File: config.mk
export PLATFORM = sky130hd
export DESIGN_NAME = mtg_timer_group
export DESIGN_NICKNAME = d
export VERILOG_FILES = /design/src/design/mtg_pkg.sv /design/src/design/mtg_timer_group.sv
export SDC_FILE = /design/constraint.sdc
export NUM_CORES = 1
export LEC_CHECK = 0
export BUFFER_PORTS_ARGS = -buffer_cell sky130_fd_sc_hd__buf_2
export CORE_MARGIN = 5
export CORE_UTILIZATION = 45
export DETAILED_ROUTE_END_ITERATION = 12
export GPL_TIMING_DRIVEN = 0
export PLACE_DENSITY = 0.67
export SLEW_MARGIN = 20
export SYNTH_ARGS = -nofsm -noshare
export SYNTH_HDL_FRONTEND = slang
export SYNTH_SLANG_ARGS = --single-unit
File: constraint.sdc
create_clock -name sys_clk -period 5.9 [get_ports sys_clk]
set_input_delay 1.18 -clock sys_clk [delete_from_list [all_inputs] [get_ports sys_clk]]
set_output_delay 1.18 -clock sys_clk [all_outputs]
set_load 0.02 [all_outputs]
File: src/design/mtg_pkg.sv
package mtg_pkg;

  // channel count and counter width
  localparam int          NUM_CHAN = 5;
  localparam int          CNT_W    = 16;

  // operating mode field encodings
  localparam logic [1:0]  MODE_TIMER   = 2'h0;
  localparam logic [1:0]  MODE_EVENT   = 2'h1;
  localparam logic [1:0]  MODE_ONESHOT = 2'h2;
  localparam logic [1:0]  MODE_PULSE   = 2'h3;

  // per-channel capability masks, bit i is channel i
  localparam logic [4:0]  QUAD_CAPABLE = 5'h1c;
  localparam logic [4:0]  PROG_CAPABLE = 5'h16;

  // open-drain channel index
  localparam int          OPEN_DRAIN_CHAN = 0;

  // internal count source divider
  localparam int          PRESCALE_W   = 8;
  localparam logic [7:0]  PRESCALE_MAX = 8'h07;

  // counter constants
  localparam logic [15:0] CNT_ZERO  = 16'h0000;
  localparam logic [15:0] CNT_ONE   = 16'h0001;
  localparam logic [15:0] CNT_FULL  = 16'hffff;
  localparam logic [15:0] PWM_PERIOD = 16'hffff;

  // waveform phase, gray along idle -> high -> low
  typedef enum logic [1:0] {
    PH_IDLE = 2'b00,
    PH_HIGH = 2'b01,
    PH_LOW  = 2'b11
  } mtg_phase_t;

  // channel mode register and its companion settings
  typedef struct packed {
    logic [1:0]  opModeField;          // timer, event, one-shot, pulse
    logic        pulseWidthVariantBit; // 0 selects the 16-bit pulse variant
    logic        progOutSelectBit;     // 0 pwm, 1 programmable output
    logic        countStart;           // channel runs while high
    logic        gateEnable;           // timer mode: pin gates counting
    logic        gateLevel;            // pin level that lets counting run
    logic        extTrigger;           // start from pin rising edge
    logic        oneShotStart;         // software start pulse
    logic        eventSrcOther;        // count other channel's wrap events
    logic [2:0]  eventSrcIdx;          // which channel to follow
    logic        countUp;              // single-phase direction
    logic        twoPhase;             // quadrature decoding
    logic        indexEnable;          // index pin clears counter
    logic [15:0] reloadVal;            // reload / high duration
    logic [15:0] lowVal;               // low duration, programmable output
  } mtg_chan_mode_reg_t;

endpackage

File: src/design/mtg_timer_group.sv
// What this block does
// five 16-bit channels, independent except when one counts another's wraps
// timer mode counts the internal prescaled tick
// event mode counts pin pulses or another channel's overflow/underflow
// one-shot gives one pulse per start, ending when count reaches zero
// pwm mode emits a continuous pulse train of programmed width and fixed PWM_PERIOD period
// programmable output has separate high and low times, channels 1, 2, 4
// quadrature counting exists only on channels 2, 3 and 4
// timer mode uses the input pin as a counting gate
// single-phase event mode counts pulses on the input pin
// one-shot, pwm and programmable modes start from the input pin trigger
// output pin carries the generated waveform in every mode except two-phase
// two-phase mode turns the output pin into the second phase input
// two-phase mode takes the first phase from the input pin
// active index input clears the counter in two-phase mode
// each channel flags its own overflow or underflow
// each channel's wrap event feeds other channels' event counting
// mode field 11b selects pulse family, variant bit 0 selects 16-bit
// select bit picks pwm when clear, programmable output when set
`timescale 1ns/100ps
module mtg_timer_group (
  // clock and reset
  input  wire logic                                   sys_clk,
  input  wire logic                                   reset_n,
  // channel settings
  input  wire mtg_pkg::mtg_chan_mode_reg_t [4:0]      chanModeReg,
  // pins
  input  wire logic [4:0]                             chanInPin,
  input  wire logic [4:0]                             chanOutPinIn,
  input  wire logic                                   indexPhaseIn,
  output logic [4:0]                                  chanOutPinOut,
  output logic [4:0]                                  chanOutPinOe,
  // status
  output logic [4:0]                                  chanIrqReq,
  output logic [4:0][15:0]                            chanCount
);

  logic [mtg_pkg::PRESCALE_W-1:0] prescCnt_ff;
  logic [mtg_pkg::PRESCALE_W-1:0] nxt_prescCnt;
  logic                           prescWrap;
  logic                           tick_ff;
  logic                           nxt_tick;
  logic [4:0]                     wrapEvt;

  // divider wrap and next values
  assign prescWrap    = prescCnt_ff == mtg_pkg::PRESCALE_MAX;
  assign nxt_prescCnt = prescWrap ? '0 : prescCnt_ff + 1'b1;
  assign nxt_tick     = prescWrap;

  // free-running divider
  always_ff @(posedge sys_clk or negedge reset_n) begin
    if (!reset_n) begin
      prescCnt_ff <= '0;
    end else begin
      prescCnt_ff <= nxt_prescCnt;
    end
  end

  // one-cycle internal tick, shared by all channels
  always_ff @(posedge sys_clk or negedge reset_n) begin
    if (!reset_n) begin
      tick_ff <= 1'b0;
    end else begin
      tick_ff <= nxt_tick;
    end
  end

  // flagged wraps double as other channels' count source
  assign wrapEvt = chanIrqReq;

  genvar i;
  generate
    for (i = 0; i < mtg_pkg::NUM_CHAN; i++) begin : gChan
      mtg_pkg::mtg_chan_mode_reg_t cfg;
      mtg_pkg::mtg_phase_t         phase_ff;
      mtg_pkg::mtg_phase_t         nxt_phase;
      logic [15:0]                 cnt_ff;
      logic [15:0]                 nxt_cnt;
      logic                        wave_ff;
      logic                        nxt_wave;
      logic                        wrap_ff;
      logic                        nxt_wrap;
      logic                        oe_ff;
      logic                        pinOut_ff;
      logic                        inPrev_ff;
      logic                        phBPrev_ff;
      wire                         isTimer;
      wire                         isEvent;
      wire                         isOneShot;
      wire                         isPulse;
      wire                         quadOn;
      wire                         progOn;
      wire                         inRise;
      wire                         gateOpen;
      wire                         timerStep;
      wire                         quadStep;
      wire                         quadUp;
      wire                         evStep;
      wire                         evUp;
      wire                         trig;
      wire                         atZero;
      wire                         atFull;
      wire                         lastTick;
      wire [15:0]                  lowLen;
      wire                         nxt_oe;
      wire                         nxt_pinOut;
      wire                         aEdge;
      wire                         bEdge;
      wire                         srcWrap;
      wire                         phaseEnd;
      wire                         highOn;
      wire [15:0]                  downCnt;
      wire [15:0]                  upCnt;

      assign cfg = chanModeReg[i];

      // mode decode
      assign isTimer   = cfg.opModeField == mtg_pkg::MODE_TIMER;
      assign isEvent   = cfg.opModeField == mtg_pkg::MODE_EVENT;
      assign isOneShot = cfg.opModeField == mtg_pkg::MODE_ONESHOT;
      assign isPulse   = (cfg.opModeField == mtg_pkg::MODE_PULSE)
                         & ~cfg.pulseWidthVariantBit;
      assign quadOn    = isEvent & cfg.twoPhase & mtg_pkg::QUAD_CAPABLE[i];
      assign progOn    = isPulse & cfg.progOutSelectBit & mtg_pkg::PROG_CAPABLE[i];

      // pin edges and gate
      assign inRise    = chanInPin[i] & ~inPrev_ff;
      assign gateOpen  = ~cfg.gateEnable | (chanInPin[i] == cfg.gateLevel);
      assign timerStep = tick_ff & gateOpen;

      // quadrature decode, phase a on input pin, phase b on output pin
      assign aEdge     = chanInPin[i] ^ inPrev_ff;
      assign bEdge     = chanOutPinIn[i] ^ phBPrev_ff;
      assign quadStep  = aEdge ^ bEdge; // both moving at once is dropped
      assign quadUp    = inPrev_ff ^ chanOutPinIn[i];

      // chained source; an index past the last channel never steps
      assign srcWrap = (cfg.eventSrcIdx < 3'(mtg_pkg::NUM_CHAN)) ? wrapEvt[cfg.eventSrcIdx]
                                                                 : 1'b0;

      // event source selection
      assign evStep = quadOn ? quadStep
                    : (cfg.eventSrcOther ? srcWrap : inRise);
      assign evUp   = quadOn ? quadUp : cfg.countUp;

      // start trigger for pulse modes
      assign trig     = cfg.countStart & (cfg.extTrigger ? inRise : cfg.oneShotStart);
      assign atZero   = cnt_ff == mtg_pkg::CNT_ZERO;
      assign atFull   = cnt_ff == mtg_pkg::CNT_FULL;
      assign lastTick = tick_ff & (cnt_ff <= mtg_pkg::CNT_ONE);
      assign lowLen   = progOn ? cfg.lowVal : (mtg_pkg::PWM_PERIOD - cfg.reloadVal);

      // shared end-of-phase and reload arithmetic
      assign phaseEnd = lastTick | atZero;
      assign highOn   = cfg.reloadVal != mtg_pkg::CNT_ZERO;
      assign downCnt  = atZero ? cfg.reloadVal : cnt_ff - 1'b1;
      assign upCnt    = atFull ? cfg.reloadVal : cnt_ff + 1'b1;

      // next state of counter, phase and waveform
      always_comb begin
        nxt_cnt   = cnt_ff;
        nxt_phase = phase_ff;
        nxt_wave  = wave_ff;
        nxt_wrap  = 1'b0;
        if (!cfg.countStart) begin
          nxt_phase = mtg_pkg::PH_IDLE;
          if (isOneShot || isPulse) begin
            nxt_wave = 1'b0;
          end
        end else if (isTimer) begin
          if (timerStep) begin
            nxt_cnt = downCnt;
            nxt_wrap = atZero;
            nxt_wave = atZero ? ~wave_ff : wave_ff;
          end
        end else if (isEvent) begin
          if (quadOn && cfg.indexEnable && indexPhaseIn) begin
            nxt_cnt = mtg_pkg::CNT_ZERO;
          end else if (evStep) begin
            if (evUp) begin
              nxt_cnt  = upCnt;
              nxt_wrap = atFull;
            end else begin
              nxt_cnt  = downCnt;
              nxt_wrap = atZero;
            end
            nxt_wave = nxt_wrap ? ~wave_ff : wave_ff;
          end
        end else if (isOneShot) begin
          case (phase_ff)
            mtg_pkg::PH_IDLE: begin
              if (trig) begin
                nxt_cnt   = cfg.reloadVal;
                nxt_phase = mtg_pkg::PH_HIGH;
                nxt_wave  = 1'b1;
              end
            end
            mtg_pkg::PH_HIGH: begin
              if (phaseEnd) begin
                nxt_cnt   = mtg_pkg::CNT_ZERO;
                nxt_phase = mtg_pkg::PH_IDLE;
                nxt_wave  = 1'b0;
                nxt_wrap  = 1'b1;
              end else if (tick_ff) begin
                nxt_cnt = cnt_ff - 1'b1;
              end
            end
            default: begin
              nxt_phase = mtg_pkg::PH_IDLE;
              nxt_wave  = 1'b0;
            end
          endcase
        end else if (isPulse) begin
          case (phase_ff)
            mtg_pkg::PH_IDLE: begin
              if (trig) begin
                nxt_cnt   = cfg.reloadVal;
                nxt_phase = mtg_pkg::PH_HIGH;
                nxt_wave  = highOn;
              end
            end
            mtg_pkg::PH_HIGH: begin
              if (phaseEnd) begin
                nxt_cnt   = lowLen;
                nxt_phase = mtg_pkg::PH_LOW;
                nxt_wave  = 1'b0;
              end else if (tick_ff) begin
                nxt_cnt = cnt_ff - 1'b1;
              end
            end
            mtg_pkg::PH_LOW: begin
              if (phaseEnd) begin
                nxt_cnt   = cfg.reloadVal;
                nxt_phase = mtg_pkg::PH_HIGH;
                nxt_wave  = highOn;
                nxt_wrap  = 1'b1;
              end else if (tick_ff) begin
                nxt_cnt = cnt_ff - 1'b1;
              end
            end
            default: begin
              nxt_phase = mtg_pkg::PH_IDLE;
            end
          endcase
        end else begin
          nxt_phase = mtg_pkg::PH_IDLE; // 8-bit variant not built
          nxt_wave  = 1'b0;
        end
      end

      // pin drive: released in two-phase mode, low-only on open-drain channel
      assign nxt_oe     = quadOn ? 1'b0
                        : ((i == mtg_pkg::OPEN_DRAIN_CHAN) ? ~nxt_wave : 1'b1);
      assign nxt_pinOut = (i == mtg_pkg::OPEN_DRAIN_CHAN) ? 1'b0 : nxt_wave;

      // counter, phase and waveform
      always_ff @(posedge sys_clk or negedge reset_n) begin
        if (!reset_n) begin
          cnt_ff   <= mtg_pkg::CNT_ZERO;
          phase_ff <= mtg_pkg::PH_IDLE;
          wave_ff  <= 1'b0;
        end else begin
          cnt_ff   <= nxt_cnt;
          phase_ff <= nxt_phase;
          wave_ff  <= nxt_wave;
        end
      end

      // one-cycle wrap flag
      always_ff @(posedge sys_clk or negedge reset_n) begin
        if (!reset_n) begin
          wrap_ff <= 1'b0;
        end else begin
          wrap_ff <= nxt_wrap;
        end
      end

      // registered pin drive
      always_ff @(posedge sys_clk or negedge reset_n) begin
        if (!reset_n) begin
          oe_ff     <= 1'b0;
          pinOut_ff <= 1'b0;
        end else begin
          oe_ff     <= nxt_oe;
          pinOut_ff <= nxt_pinOut;
        end
      end

      // previous pin levels for edge and phase decode
      always_ff @(posedge sys_clk or negedge reset_n) begin
        if (!reset_n) begin
          inPrev_ff  <= 1'b0;
          phBPrev_ff <= 1'b0;
        end else begin
          inPrev_ff  <= chanInPin[i];
          phBPrev_ff <= chanOutPinIn[i];
        end
      end

      // outputs straight from flops
      assign chanCount[i]     = cnt_ff;
      assign chanIrqReq[i]    = wrap_ff;
      assign chanOutPinOut[i] = pinOut_ff;
      assign chanOutPinOe[i]  = oe_ff;
    end
  endgenerate

endmodule // mtg_timer_group

==> flow_summary.toml <==
[outcome]
outcome = "completed"

[pwr]
p_leak_nw = 8.72
ir_worst_vdd_uv = 205
cellPowerDensity_nw_per_um2 = 321

[place]
dp.cells = 3524
placed_cell_area_sq_um = 21100
place_ws_ns = 1.47
dp_hpwl_um = 71200
port_buffers = 304
place_congestion = 1.07

[min_path]
hold_path_startpoint = "prescCnt_ff[0]$_DFF_PN0_"
hold_class = "register to register"

[setup_path]
rr_startpoint = "gChan[2].cnt_ff[0]$_DFFE_PN0P_"
crit_path_start_kind = "register"
endpoint_kind = "register"
startpoint = "gChan[2].cnt_ff[0]$_DFFE_PN0P_"
cp.arrival_ns = 4.63
critPathMaxFanout = 10
path_class = "register to register"
crit_required_ns = 6.32

[grt]
antenna_found_initial = 9
grt_pass1_wl_um = 140000
grt_remaining_overflow = 0
grt_max_degree = 71
grt_use_total_pct = 38.4
grt_pass1_vias = 23000

[timing]
worst_pin_slew_ns = 1.41
clock.fmax_ghz = 0.238
finalClockSkew_ns = 0.0171
finalSetupTns_ns = 0
setup_ws_ns = 1.69
period_needed_ns = 4.21
setup_viol = 0
max_slew_margin_pct = 4.85
fin_crit_sh_pct = 71.3
rsz0062_at_grt = "no"
finalHoldViolCount = 0
finalMaxSlewViolations = 0
whs_ns = 0.465

[die]
coreArea_sq_um = 41800
fp.dieH_um = 215
fp.dieW_um = 215
num_rows = 75
pin_count = 348
initial_core_util_pct = 45.2
fp.dieArea_sq_um = 46100

[yosys]
syn_avg_cell_area_sq_um = 7.04
syn_nets = 2978
yosysTopAreaCell = "dfrtp_1"
synth_edf_count = 0
yosysUniqueCellTypes = 97
synth_common_cells = "nand2_1 (284), nor2_1 (233), clkbuf_1 (179)"
ys_top_cells_by_area = "dfrtp_1 (16%), nand2_1 (5.6%), xnor2_1 (5.3%)"
synth_top_area_share_pct = 16.2
ys_ff_latch = 122
ys_seq_area_share_pct = 16.2
ys_warn_count = 0
syn-cell-area_sq_um = 18900
ys.flop_type = "dfrtp_1"
async_flop_share_pct = 100
syn-instance-count = 2680
yosysMostFrequentCell = "nand2_1"

[cells_and_area]
multiInputGateArea_sq_um = 14500
final_area_sq_um = 21800
syn2layout_area_growth_pct = 15.6
fillers = 4246
seqCellArea_sq_um = 3050
layout-drive-gt1-share_pct = 15.2
nNetsFinal = 3302
fin_cells = 3563

[cts]
clk_path_buf_depth = 2
postCtsHoldBufs = 0
cts_root_buf = "clkbuf_16"
htree_levels = 4
cts_buffers = 17
worstSkewPairLatency_ns = 0.50
cts_tree = "yes"
clk_pin_slew_worst_paths_ns = 0.08
cts_resized = 0
cts.sinks = 122
cts_setup_buffers = 0

[drt]
first_pass_iters = 6
post_drt_wl_per_cell_um = 26.4
drcViolationCount = 0
dr.first_iter.drc_count = 3606
num_vias = 24500
drt-total-wl_um = 93900
viasPerCell = 6.88
postRouteAntennaNets = 0

[flow_run]
cap_violations = 0
==> flip-flops by register name, summed over array words and instances (netlist names) <==
signal,flops
tick_ff,1
gChan.wrap_ff,5
gChan.inPrev_ff,5
gChan.wave_ff,1
gChan.phase_ff,10
gChan.cnt_ff,80
prescCnt_ff,8
gChan.pinOut_ff,4
gChan.phBPrev_ff,3
gChan.oe_ff,5
==> worst paths after layout <==
check	endpoint	slack (ns)	cells after the start
hold reg to reg	prescCnt_ff[0]$_DFF_PN0_	0.46	1
hold / removal	prescCnt_ff[0]$_DFF_PN0_	0.46	1
min in group asynchronous	gChan[0].cnt_ff[13]$_DFFE_PN0P_	0.61	1
max in group asynchronous	gChan[4].cnt_ff[9]$_DFFE_PN0P_	4.54	2
setup reg to reg	gChan[2].cnt_ff[10]$_DFFE_PN0P_	1.69	11
setup / recovery	gChan[2].cnt_ff[10]$_DFFE_PN0P_	1.69	11
==> cell usage in the layout (no fill, tap or decap), types with 27 or more instances in the layout <==
master / Yosys / layout
a221oi_1: 27 / 27
nand4_1: 41 / 41
mux2i_1: 83 / 83
o21ai_0: 164 / 164
nand3_1: 88 / 88
nor3_1: 114 / 114
o22ai_1: 31 / 31
o31ai_1: 27 / 27
nor4_1: 74 / 74
nor2_1: 233 / 233
dfrtp_1: 122 / 122
a21oi_1: 154 / 154
o221ai_1: 33 / 33
xnor2_1: 115 / 115
ha_1: 45 / 45
a31oi_1: 54 / 54
nand2_1: 284 / 284
inv_1: 74 / 74
o211ai_1: 45 / 45
buf_2: 24 / 327
nand2b_1: 29 / 29
clkbuf_1: 179 / 177
a211oi_1: 64 / 64
xor2_1: 67 / 67
==> final cells by class <==
type	instances	area share, %
antenna	7	0.0803
buffer	242	4.69
clock buffer	18	2.01
clock inverter	14	1.11
inverter	76	1.31
multi-input combinational	2240	66.6
sequential	122	14.0
tap	539	3.09
timing repair buffer	305	7.14
==> report_power, final <==
part	internal, mW	leakage, nW	switching, mW	total, mW
clock network	0.805	0.331	0.494	1.30
logic	1.53	6.89	2.80	4.32
registers	1.06	1.50	0.324	1.39
==> critical path, stage by stage, from the launching register on <==
cell and delay (ns):
dfrtp_1 0.47, clkbuf_1 0.46, inv_1 0.17, ha_1 0.32
o21ai_0 0.44, nand2b_1 0.18, nand2_1 0.11, clkbuf_1 0.41
nand2_1 0.11, a2111oi_1 1.04, o311ai_0 0.30, nand2_1 0.11
==> cells by family after synthesis <==
| logic type | after synthesis | synth area share, % |
|---|---|---|
| simple gates | 1056 | 28.2 |
| compound gates | 841 | 30.7 |
| buf+inv | 318 | 6.92 |
| xor+xnor | 183 | 8.56 |
| flops | 122 | 16.2 |
| mux | 113 | 6.43 |
| fa+ha+maj | 45 | 2.98 |
| other cells | 2 | 0.0398 |
==> stage by stage <==
step | total power, mW | util [%]
6_report | 7.01 | 52.3
5_1_grt | 7.37 | 52.3
4_1_cts | 6.86 | 52.2
3_5_place_dp | 5.54 | 50.6
3_3_place_gp | 5.50 | 50.5
2_1_floorplan | 4.20 | -
==> metal layers <==
| layer | GRT usage (%) | routed length [um] | vias up |
|---|---|---|---|
| met5 | 0 | 26 | - |
| met4 | 16.5 | 4570 | 4 |
| met3 | 10.8 | 12000 | 335 |
| met2 | 57.1 | 39600 | 1898 |
| met1 | 52.1 | 37800 | 11500 |
| li1 | - | - | 10800 |
Note: power is estimated with default switching activity, not from simulation.
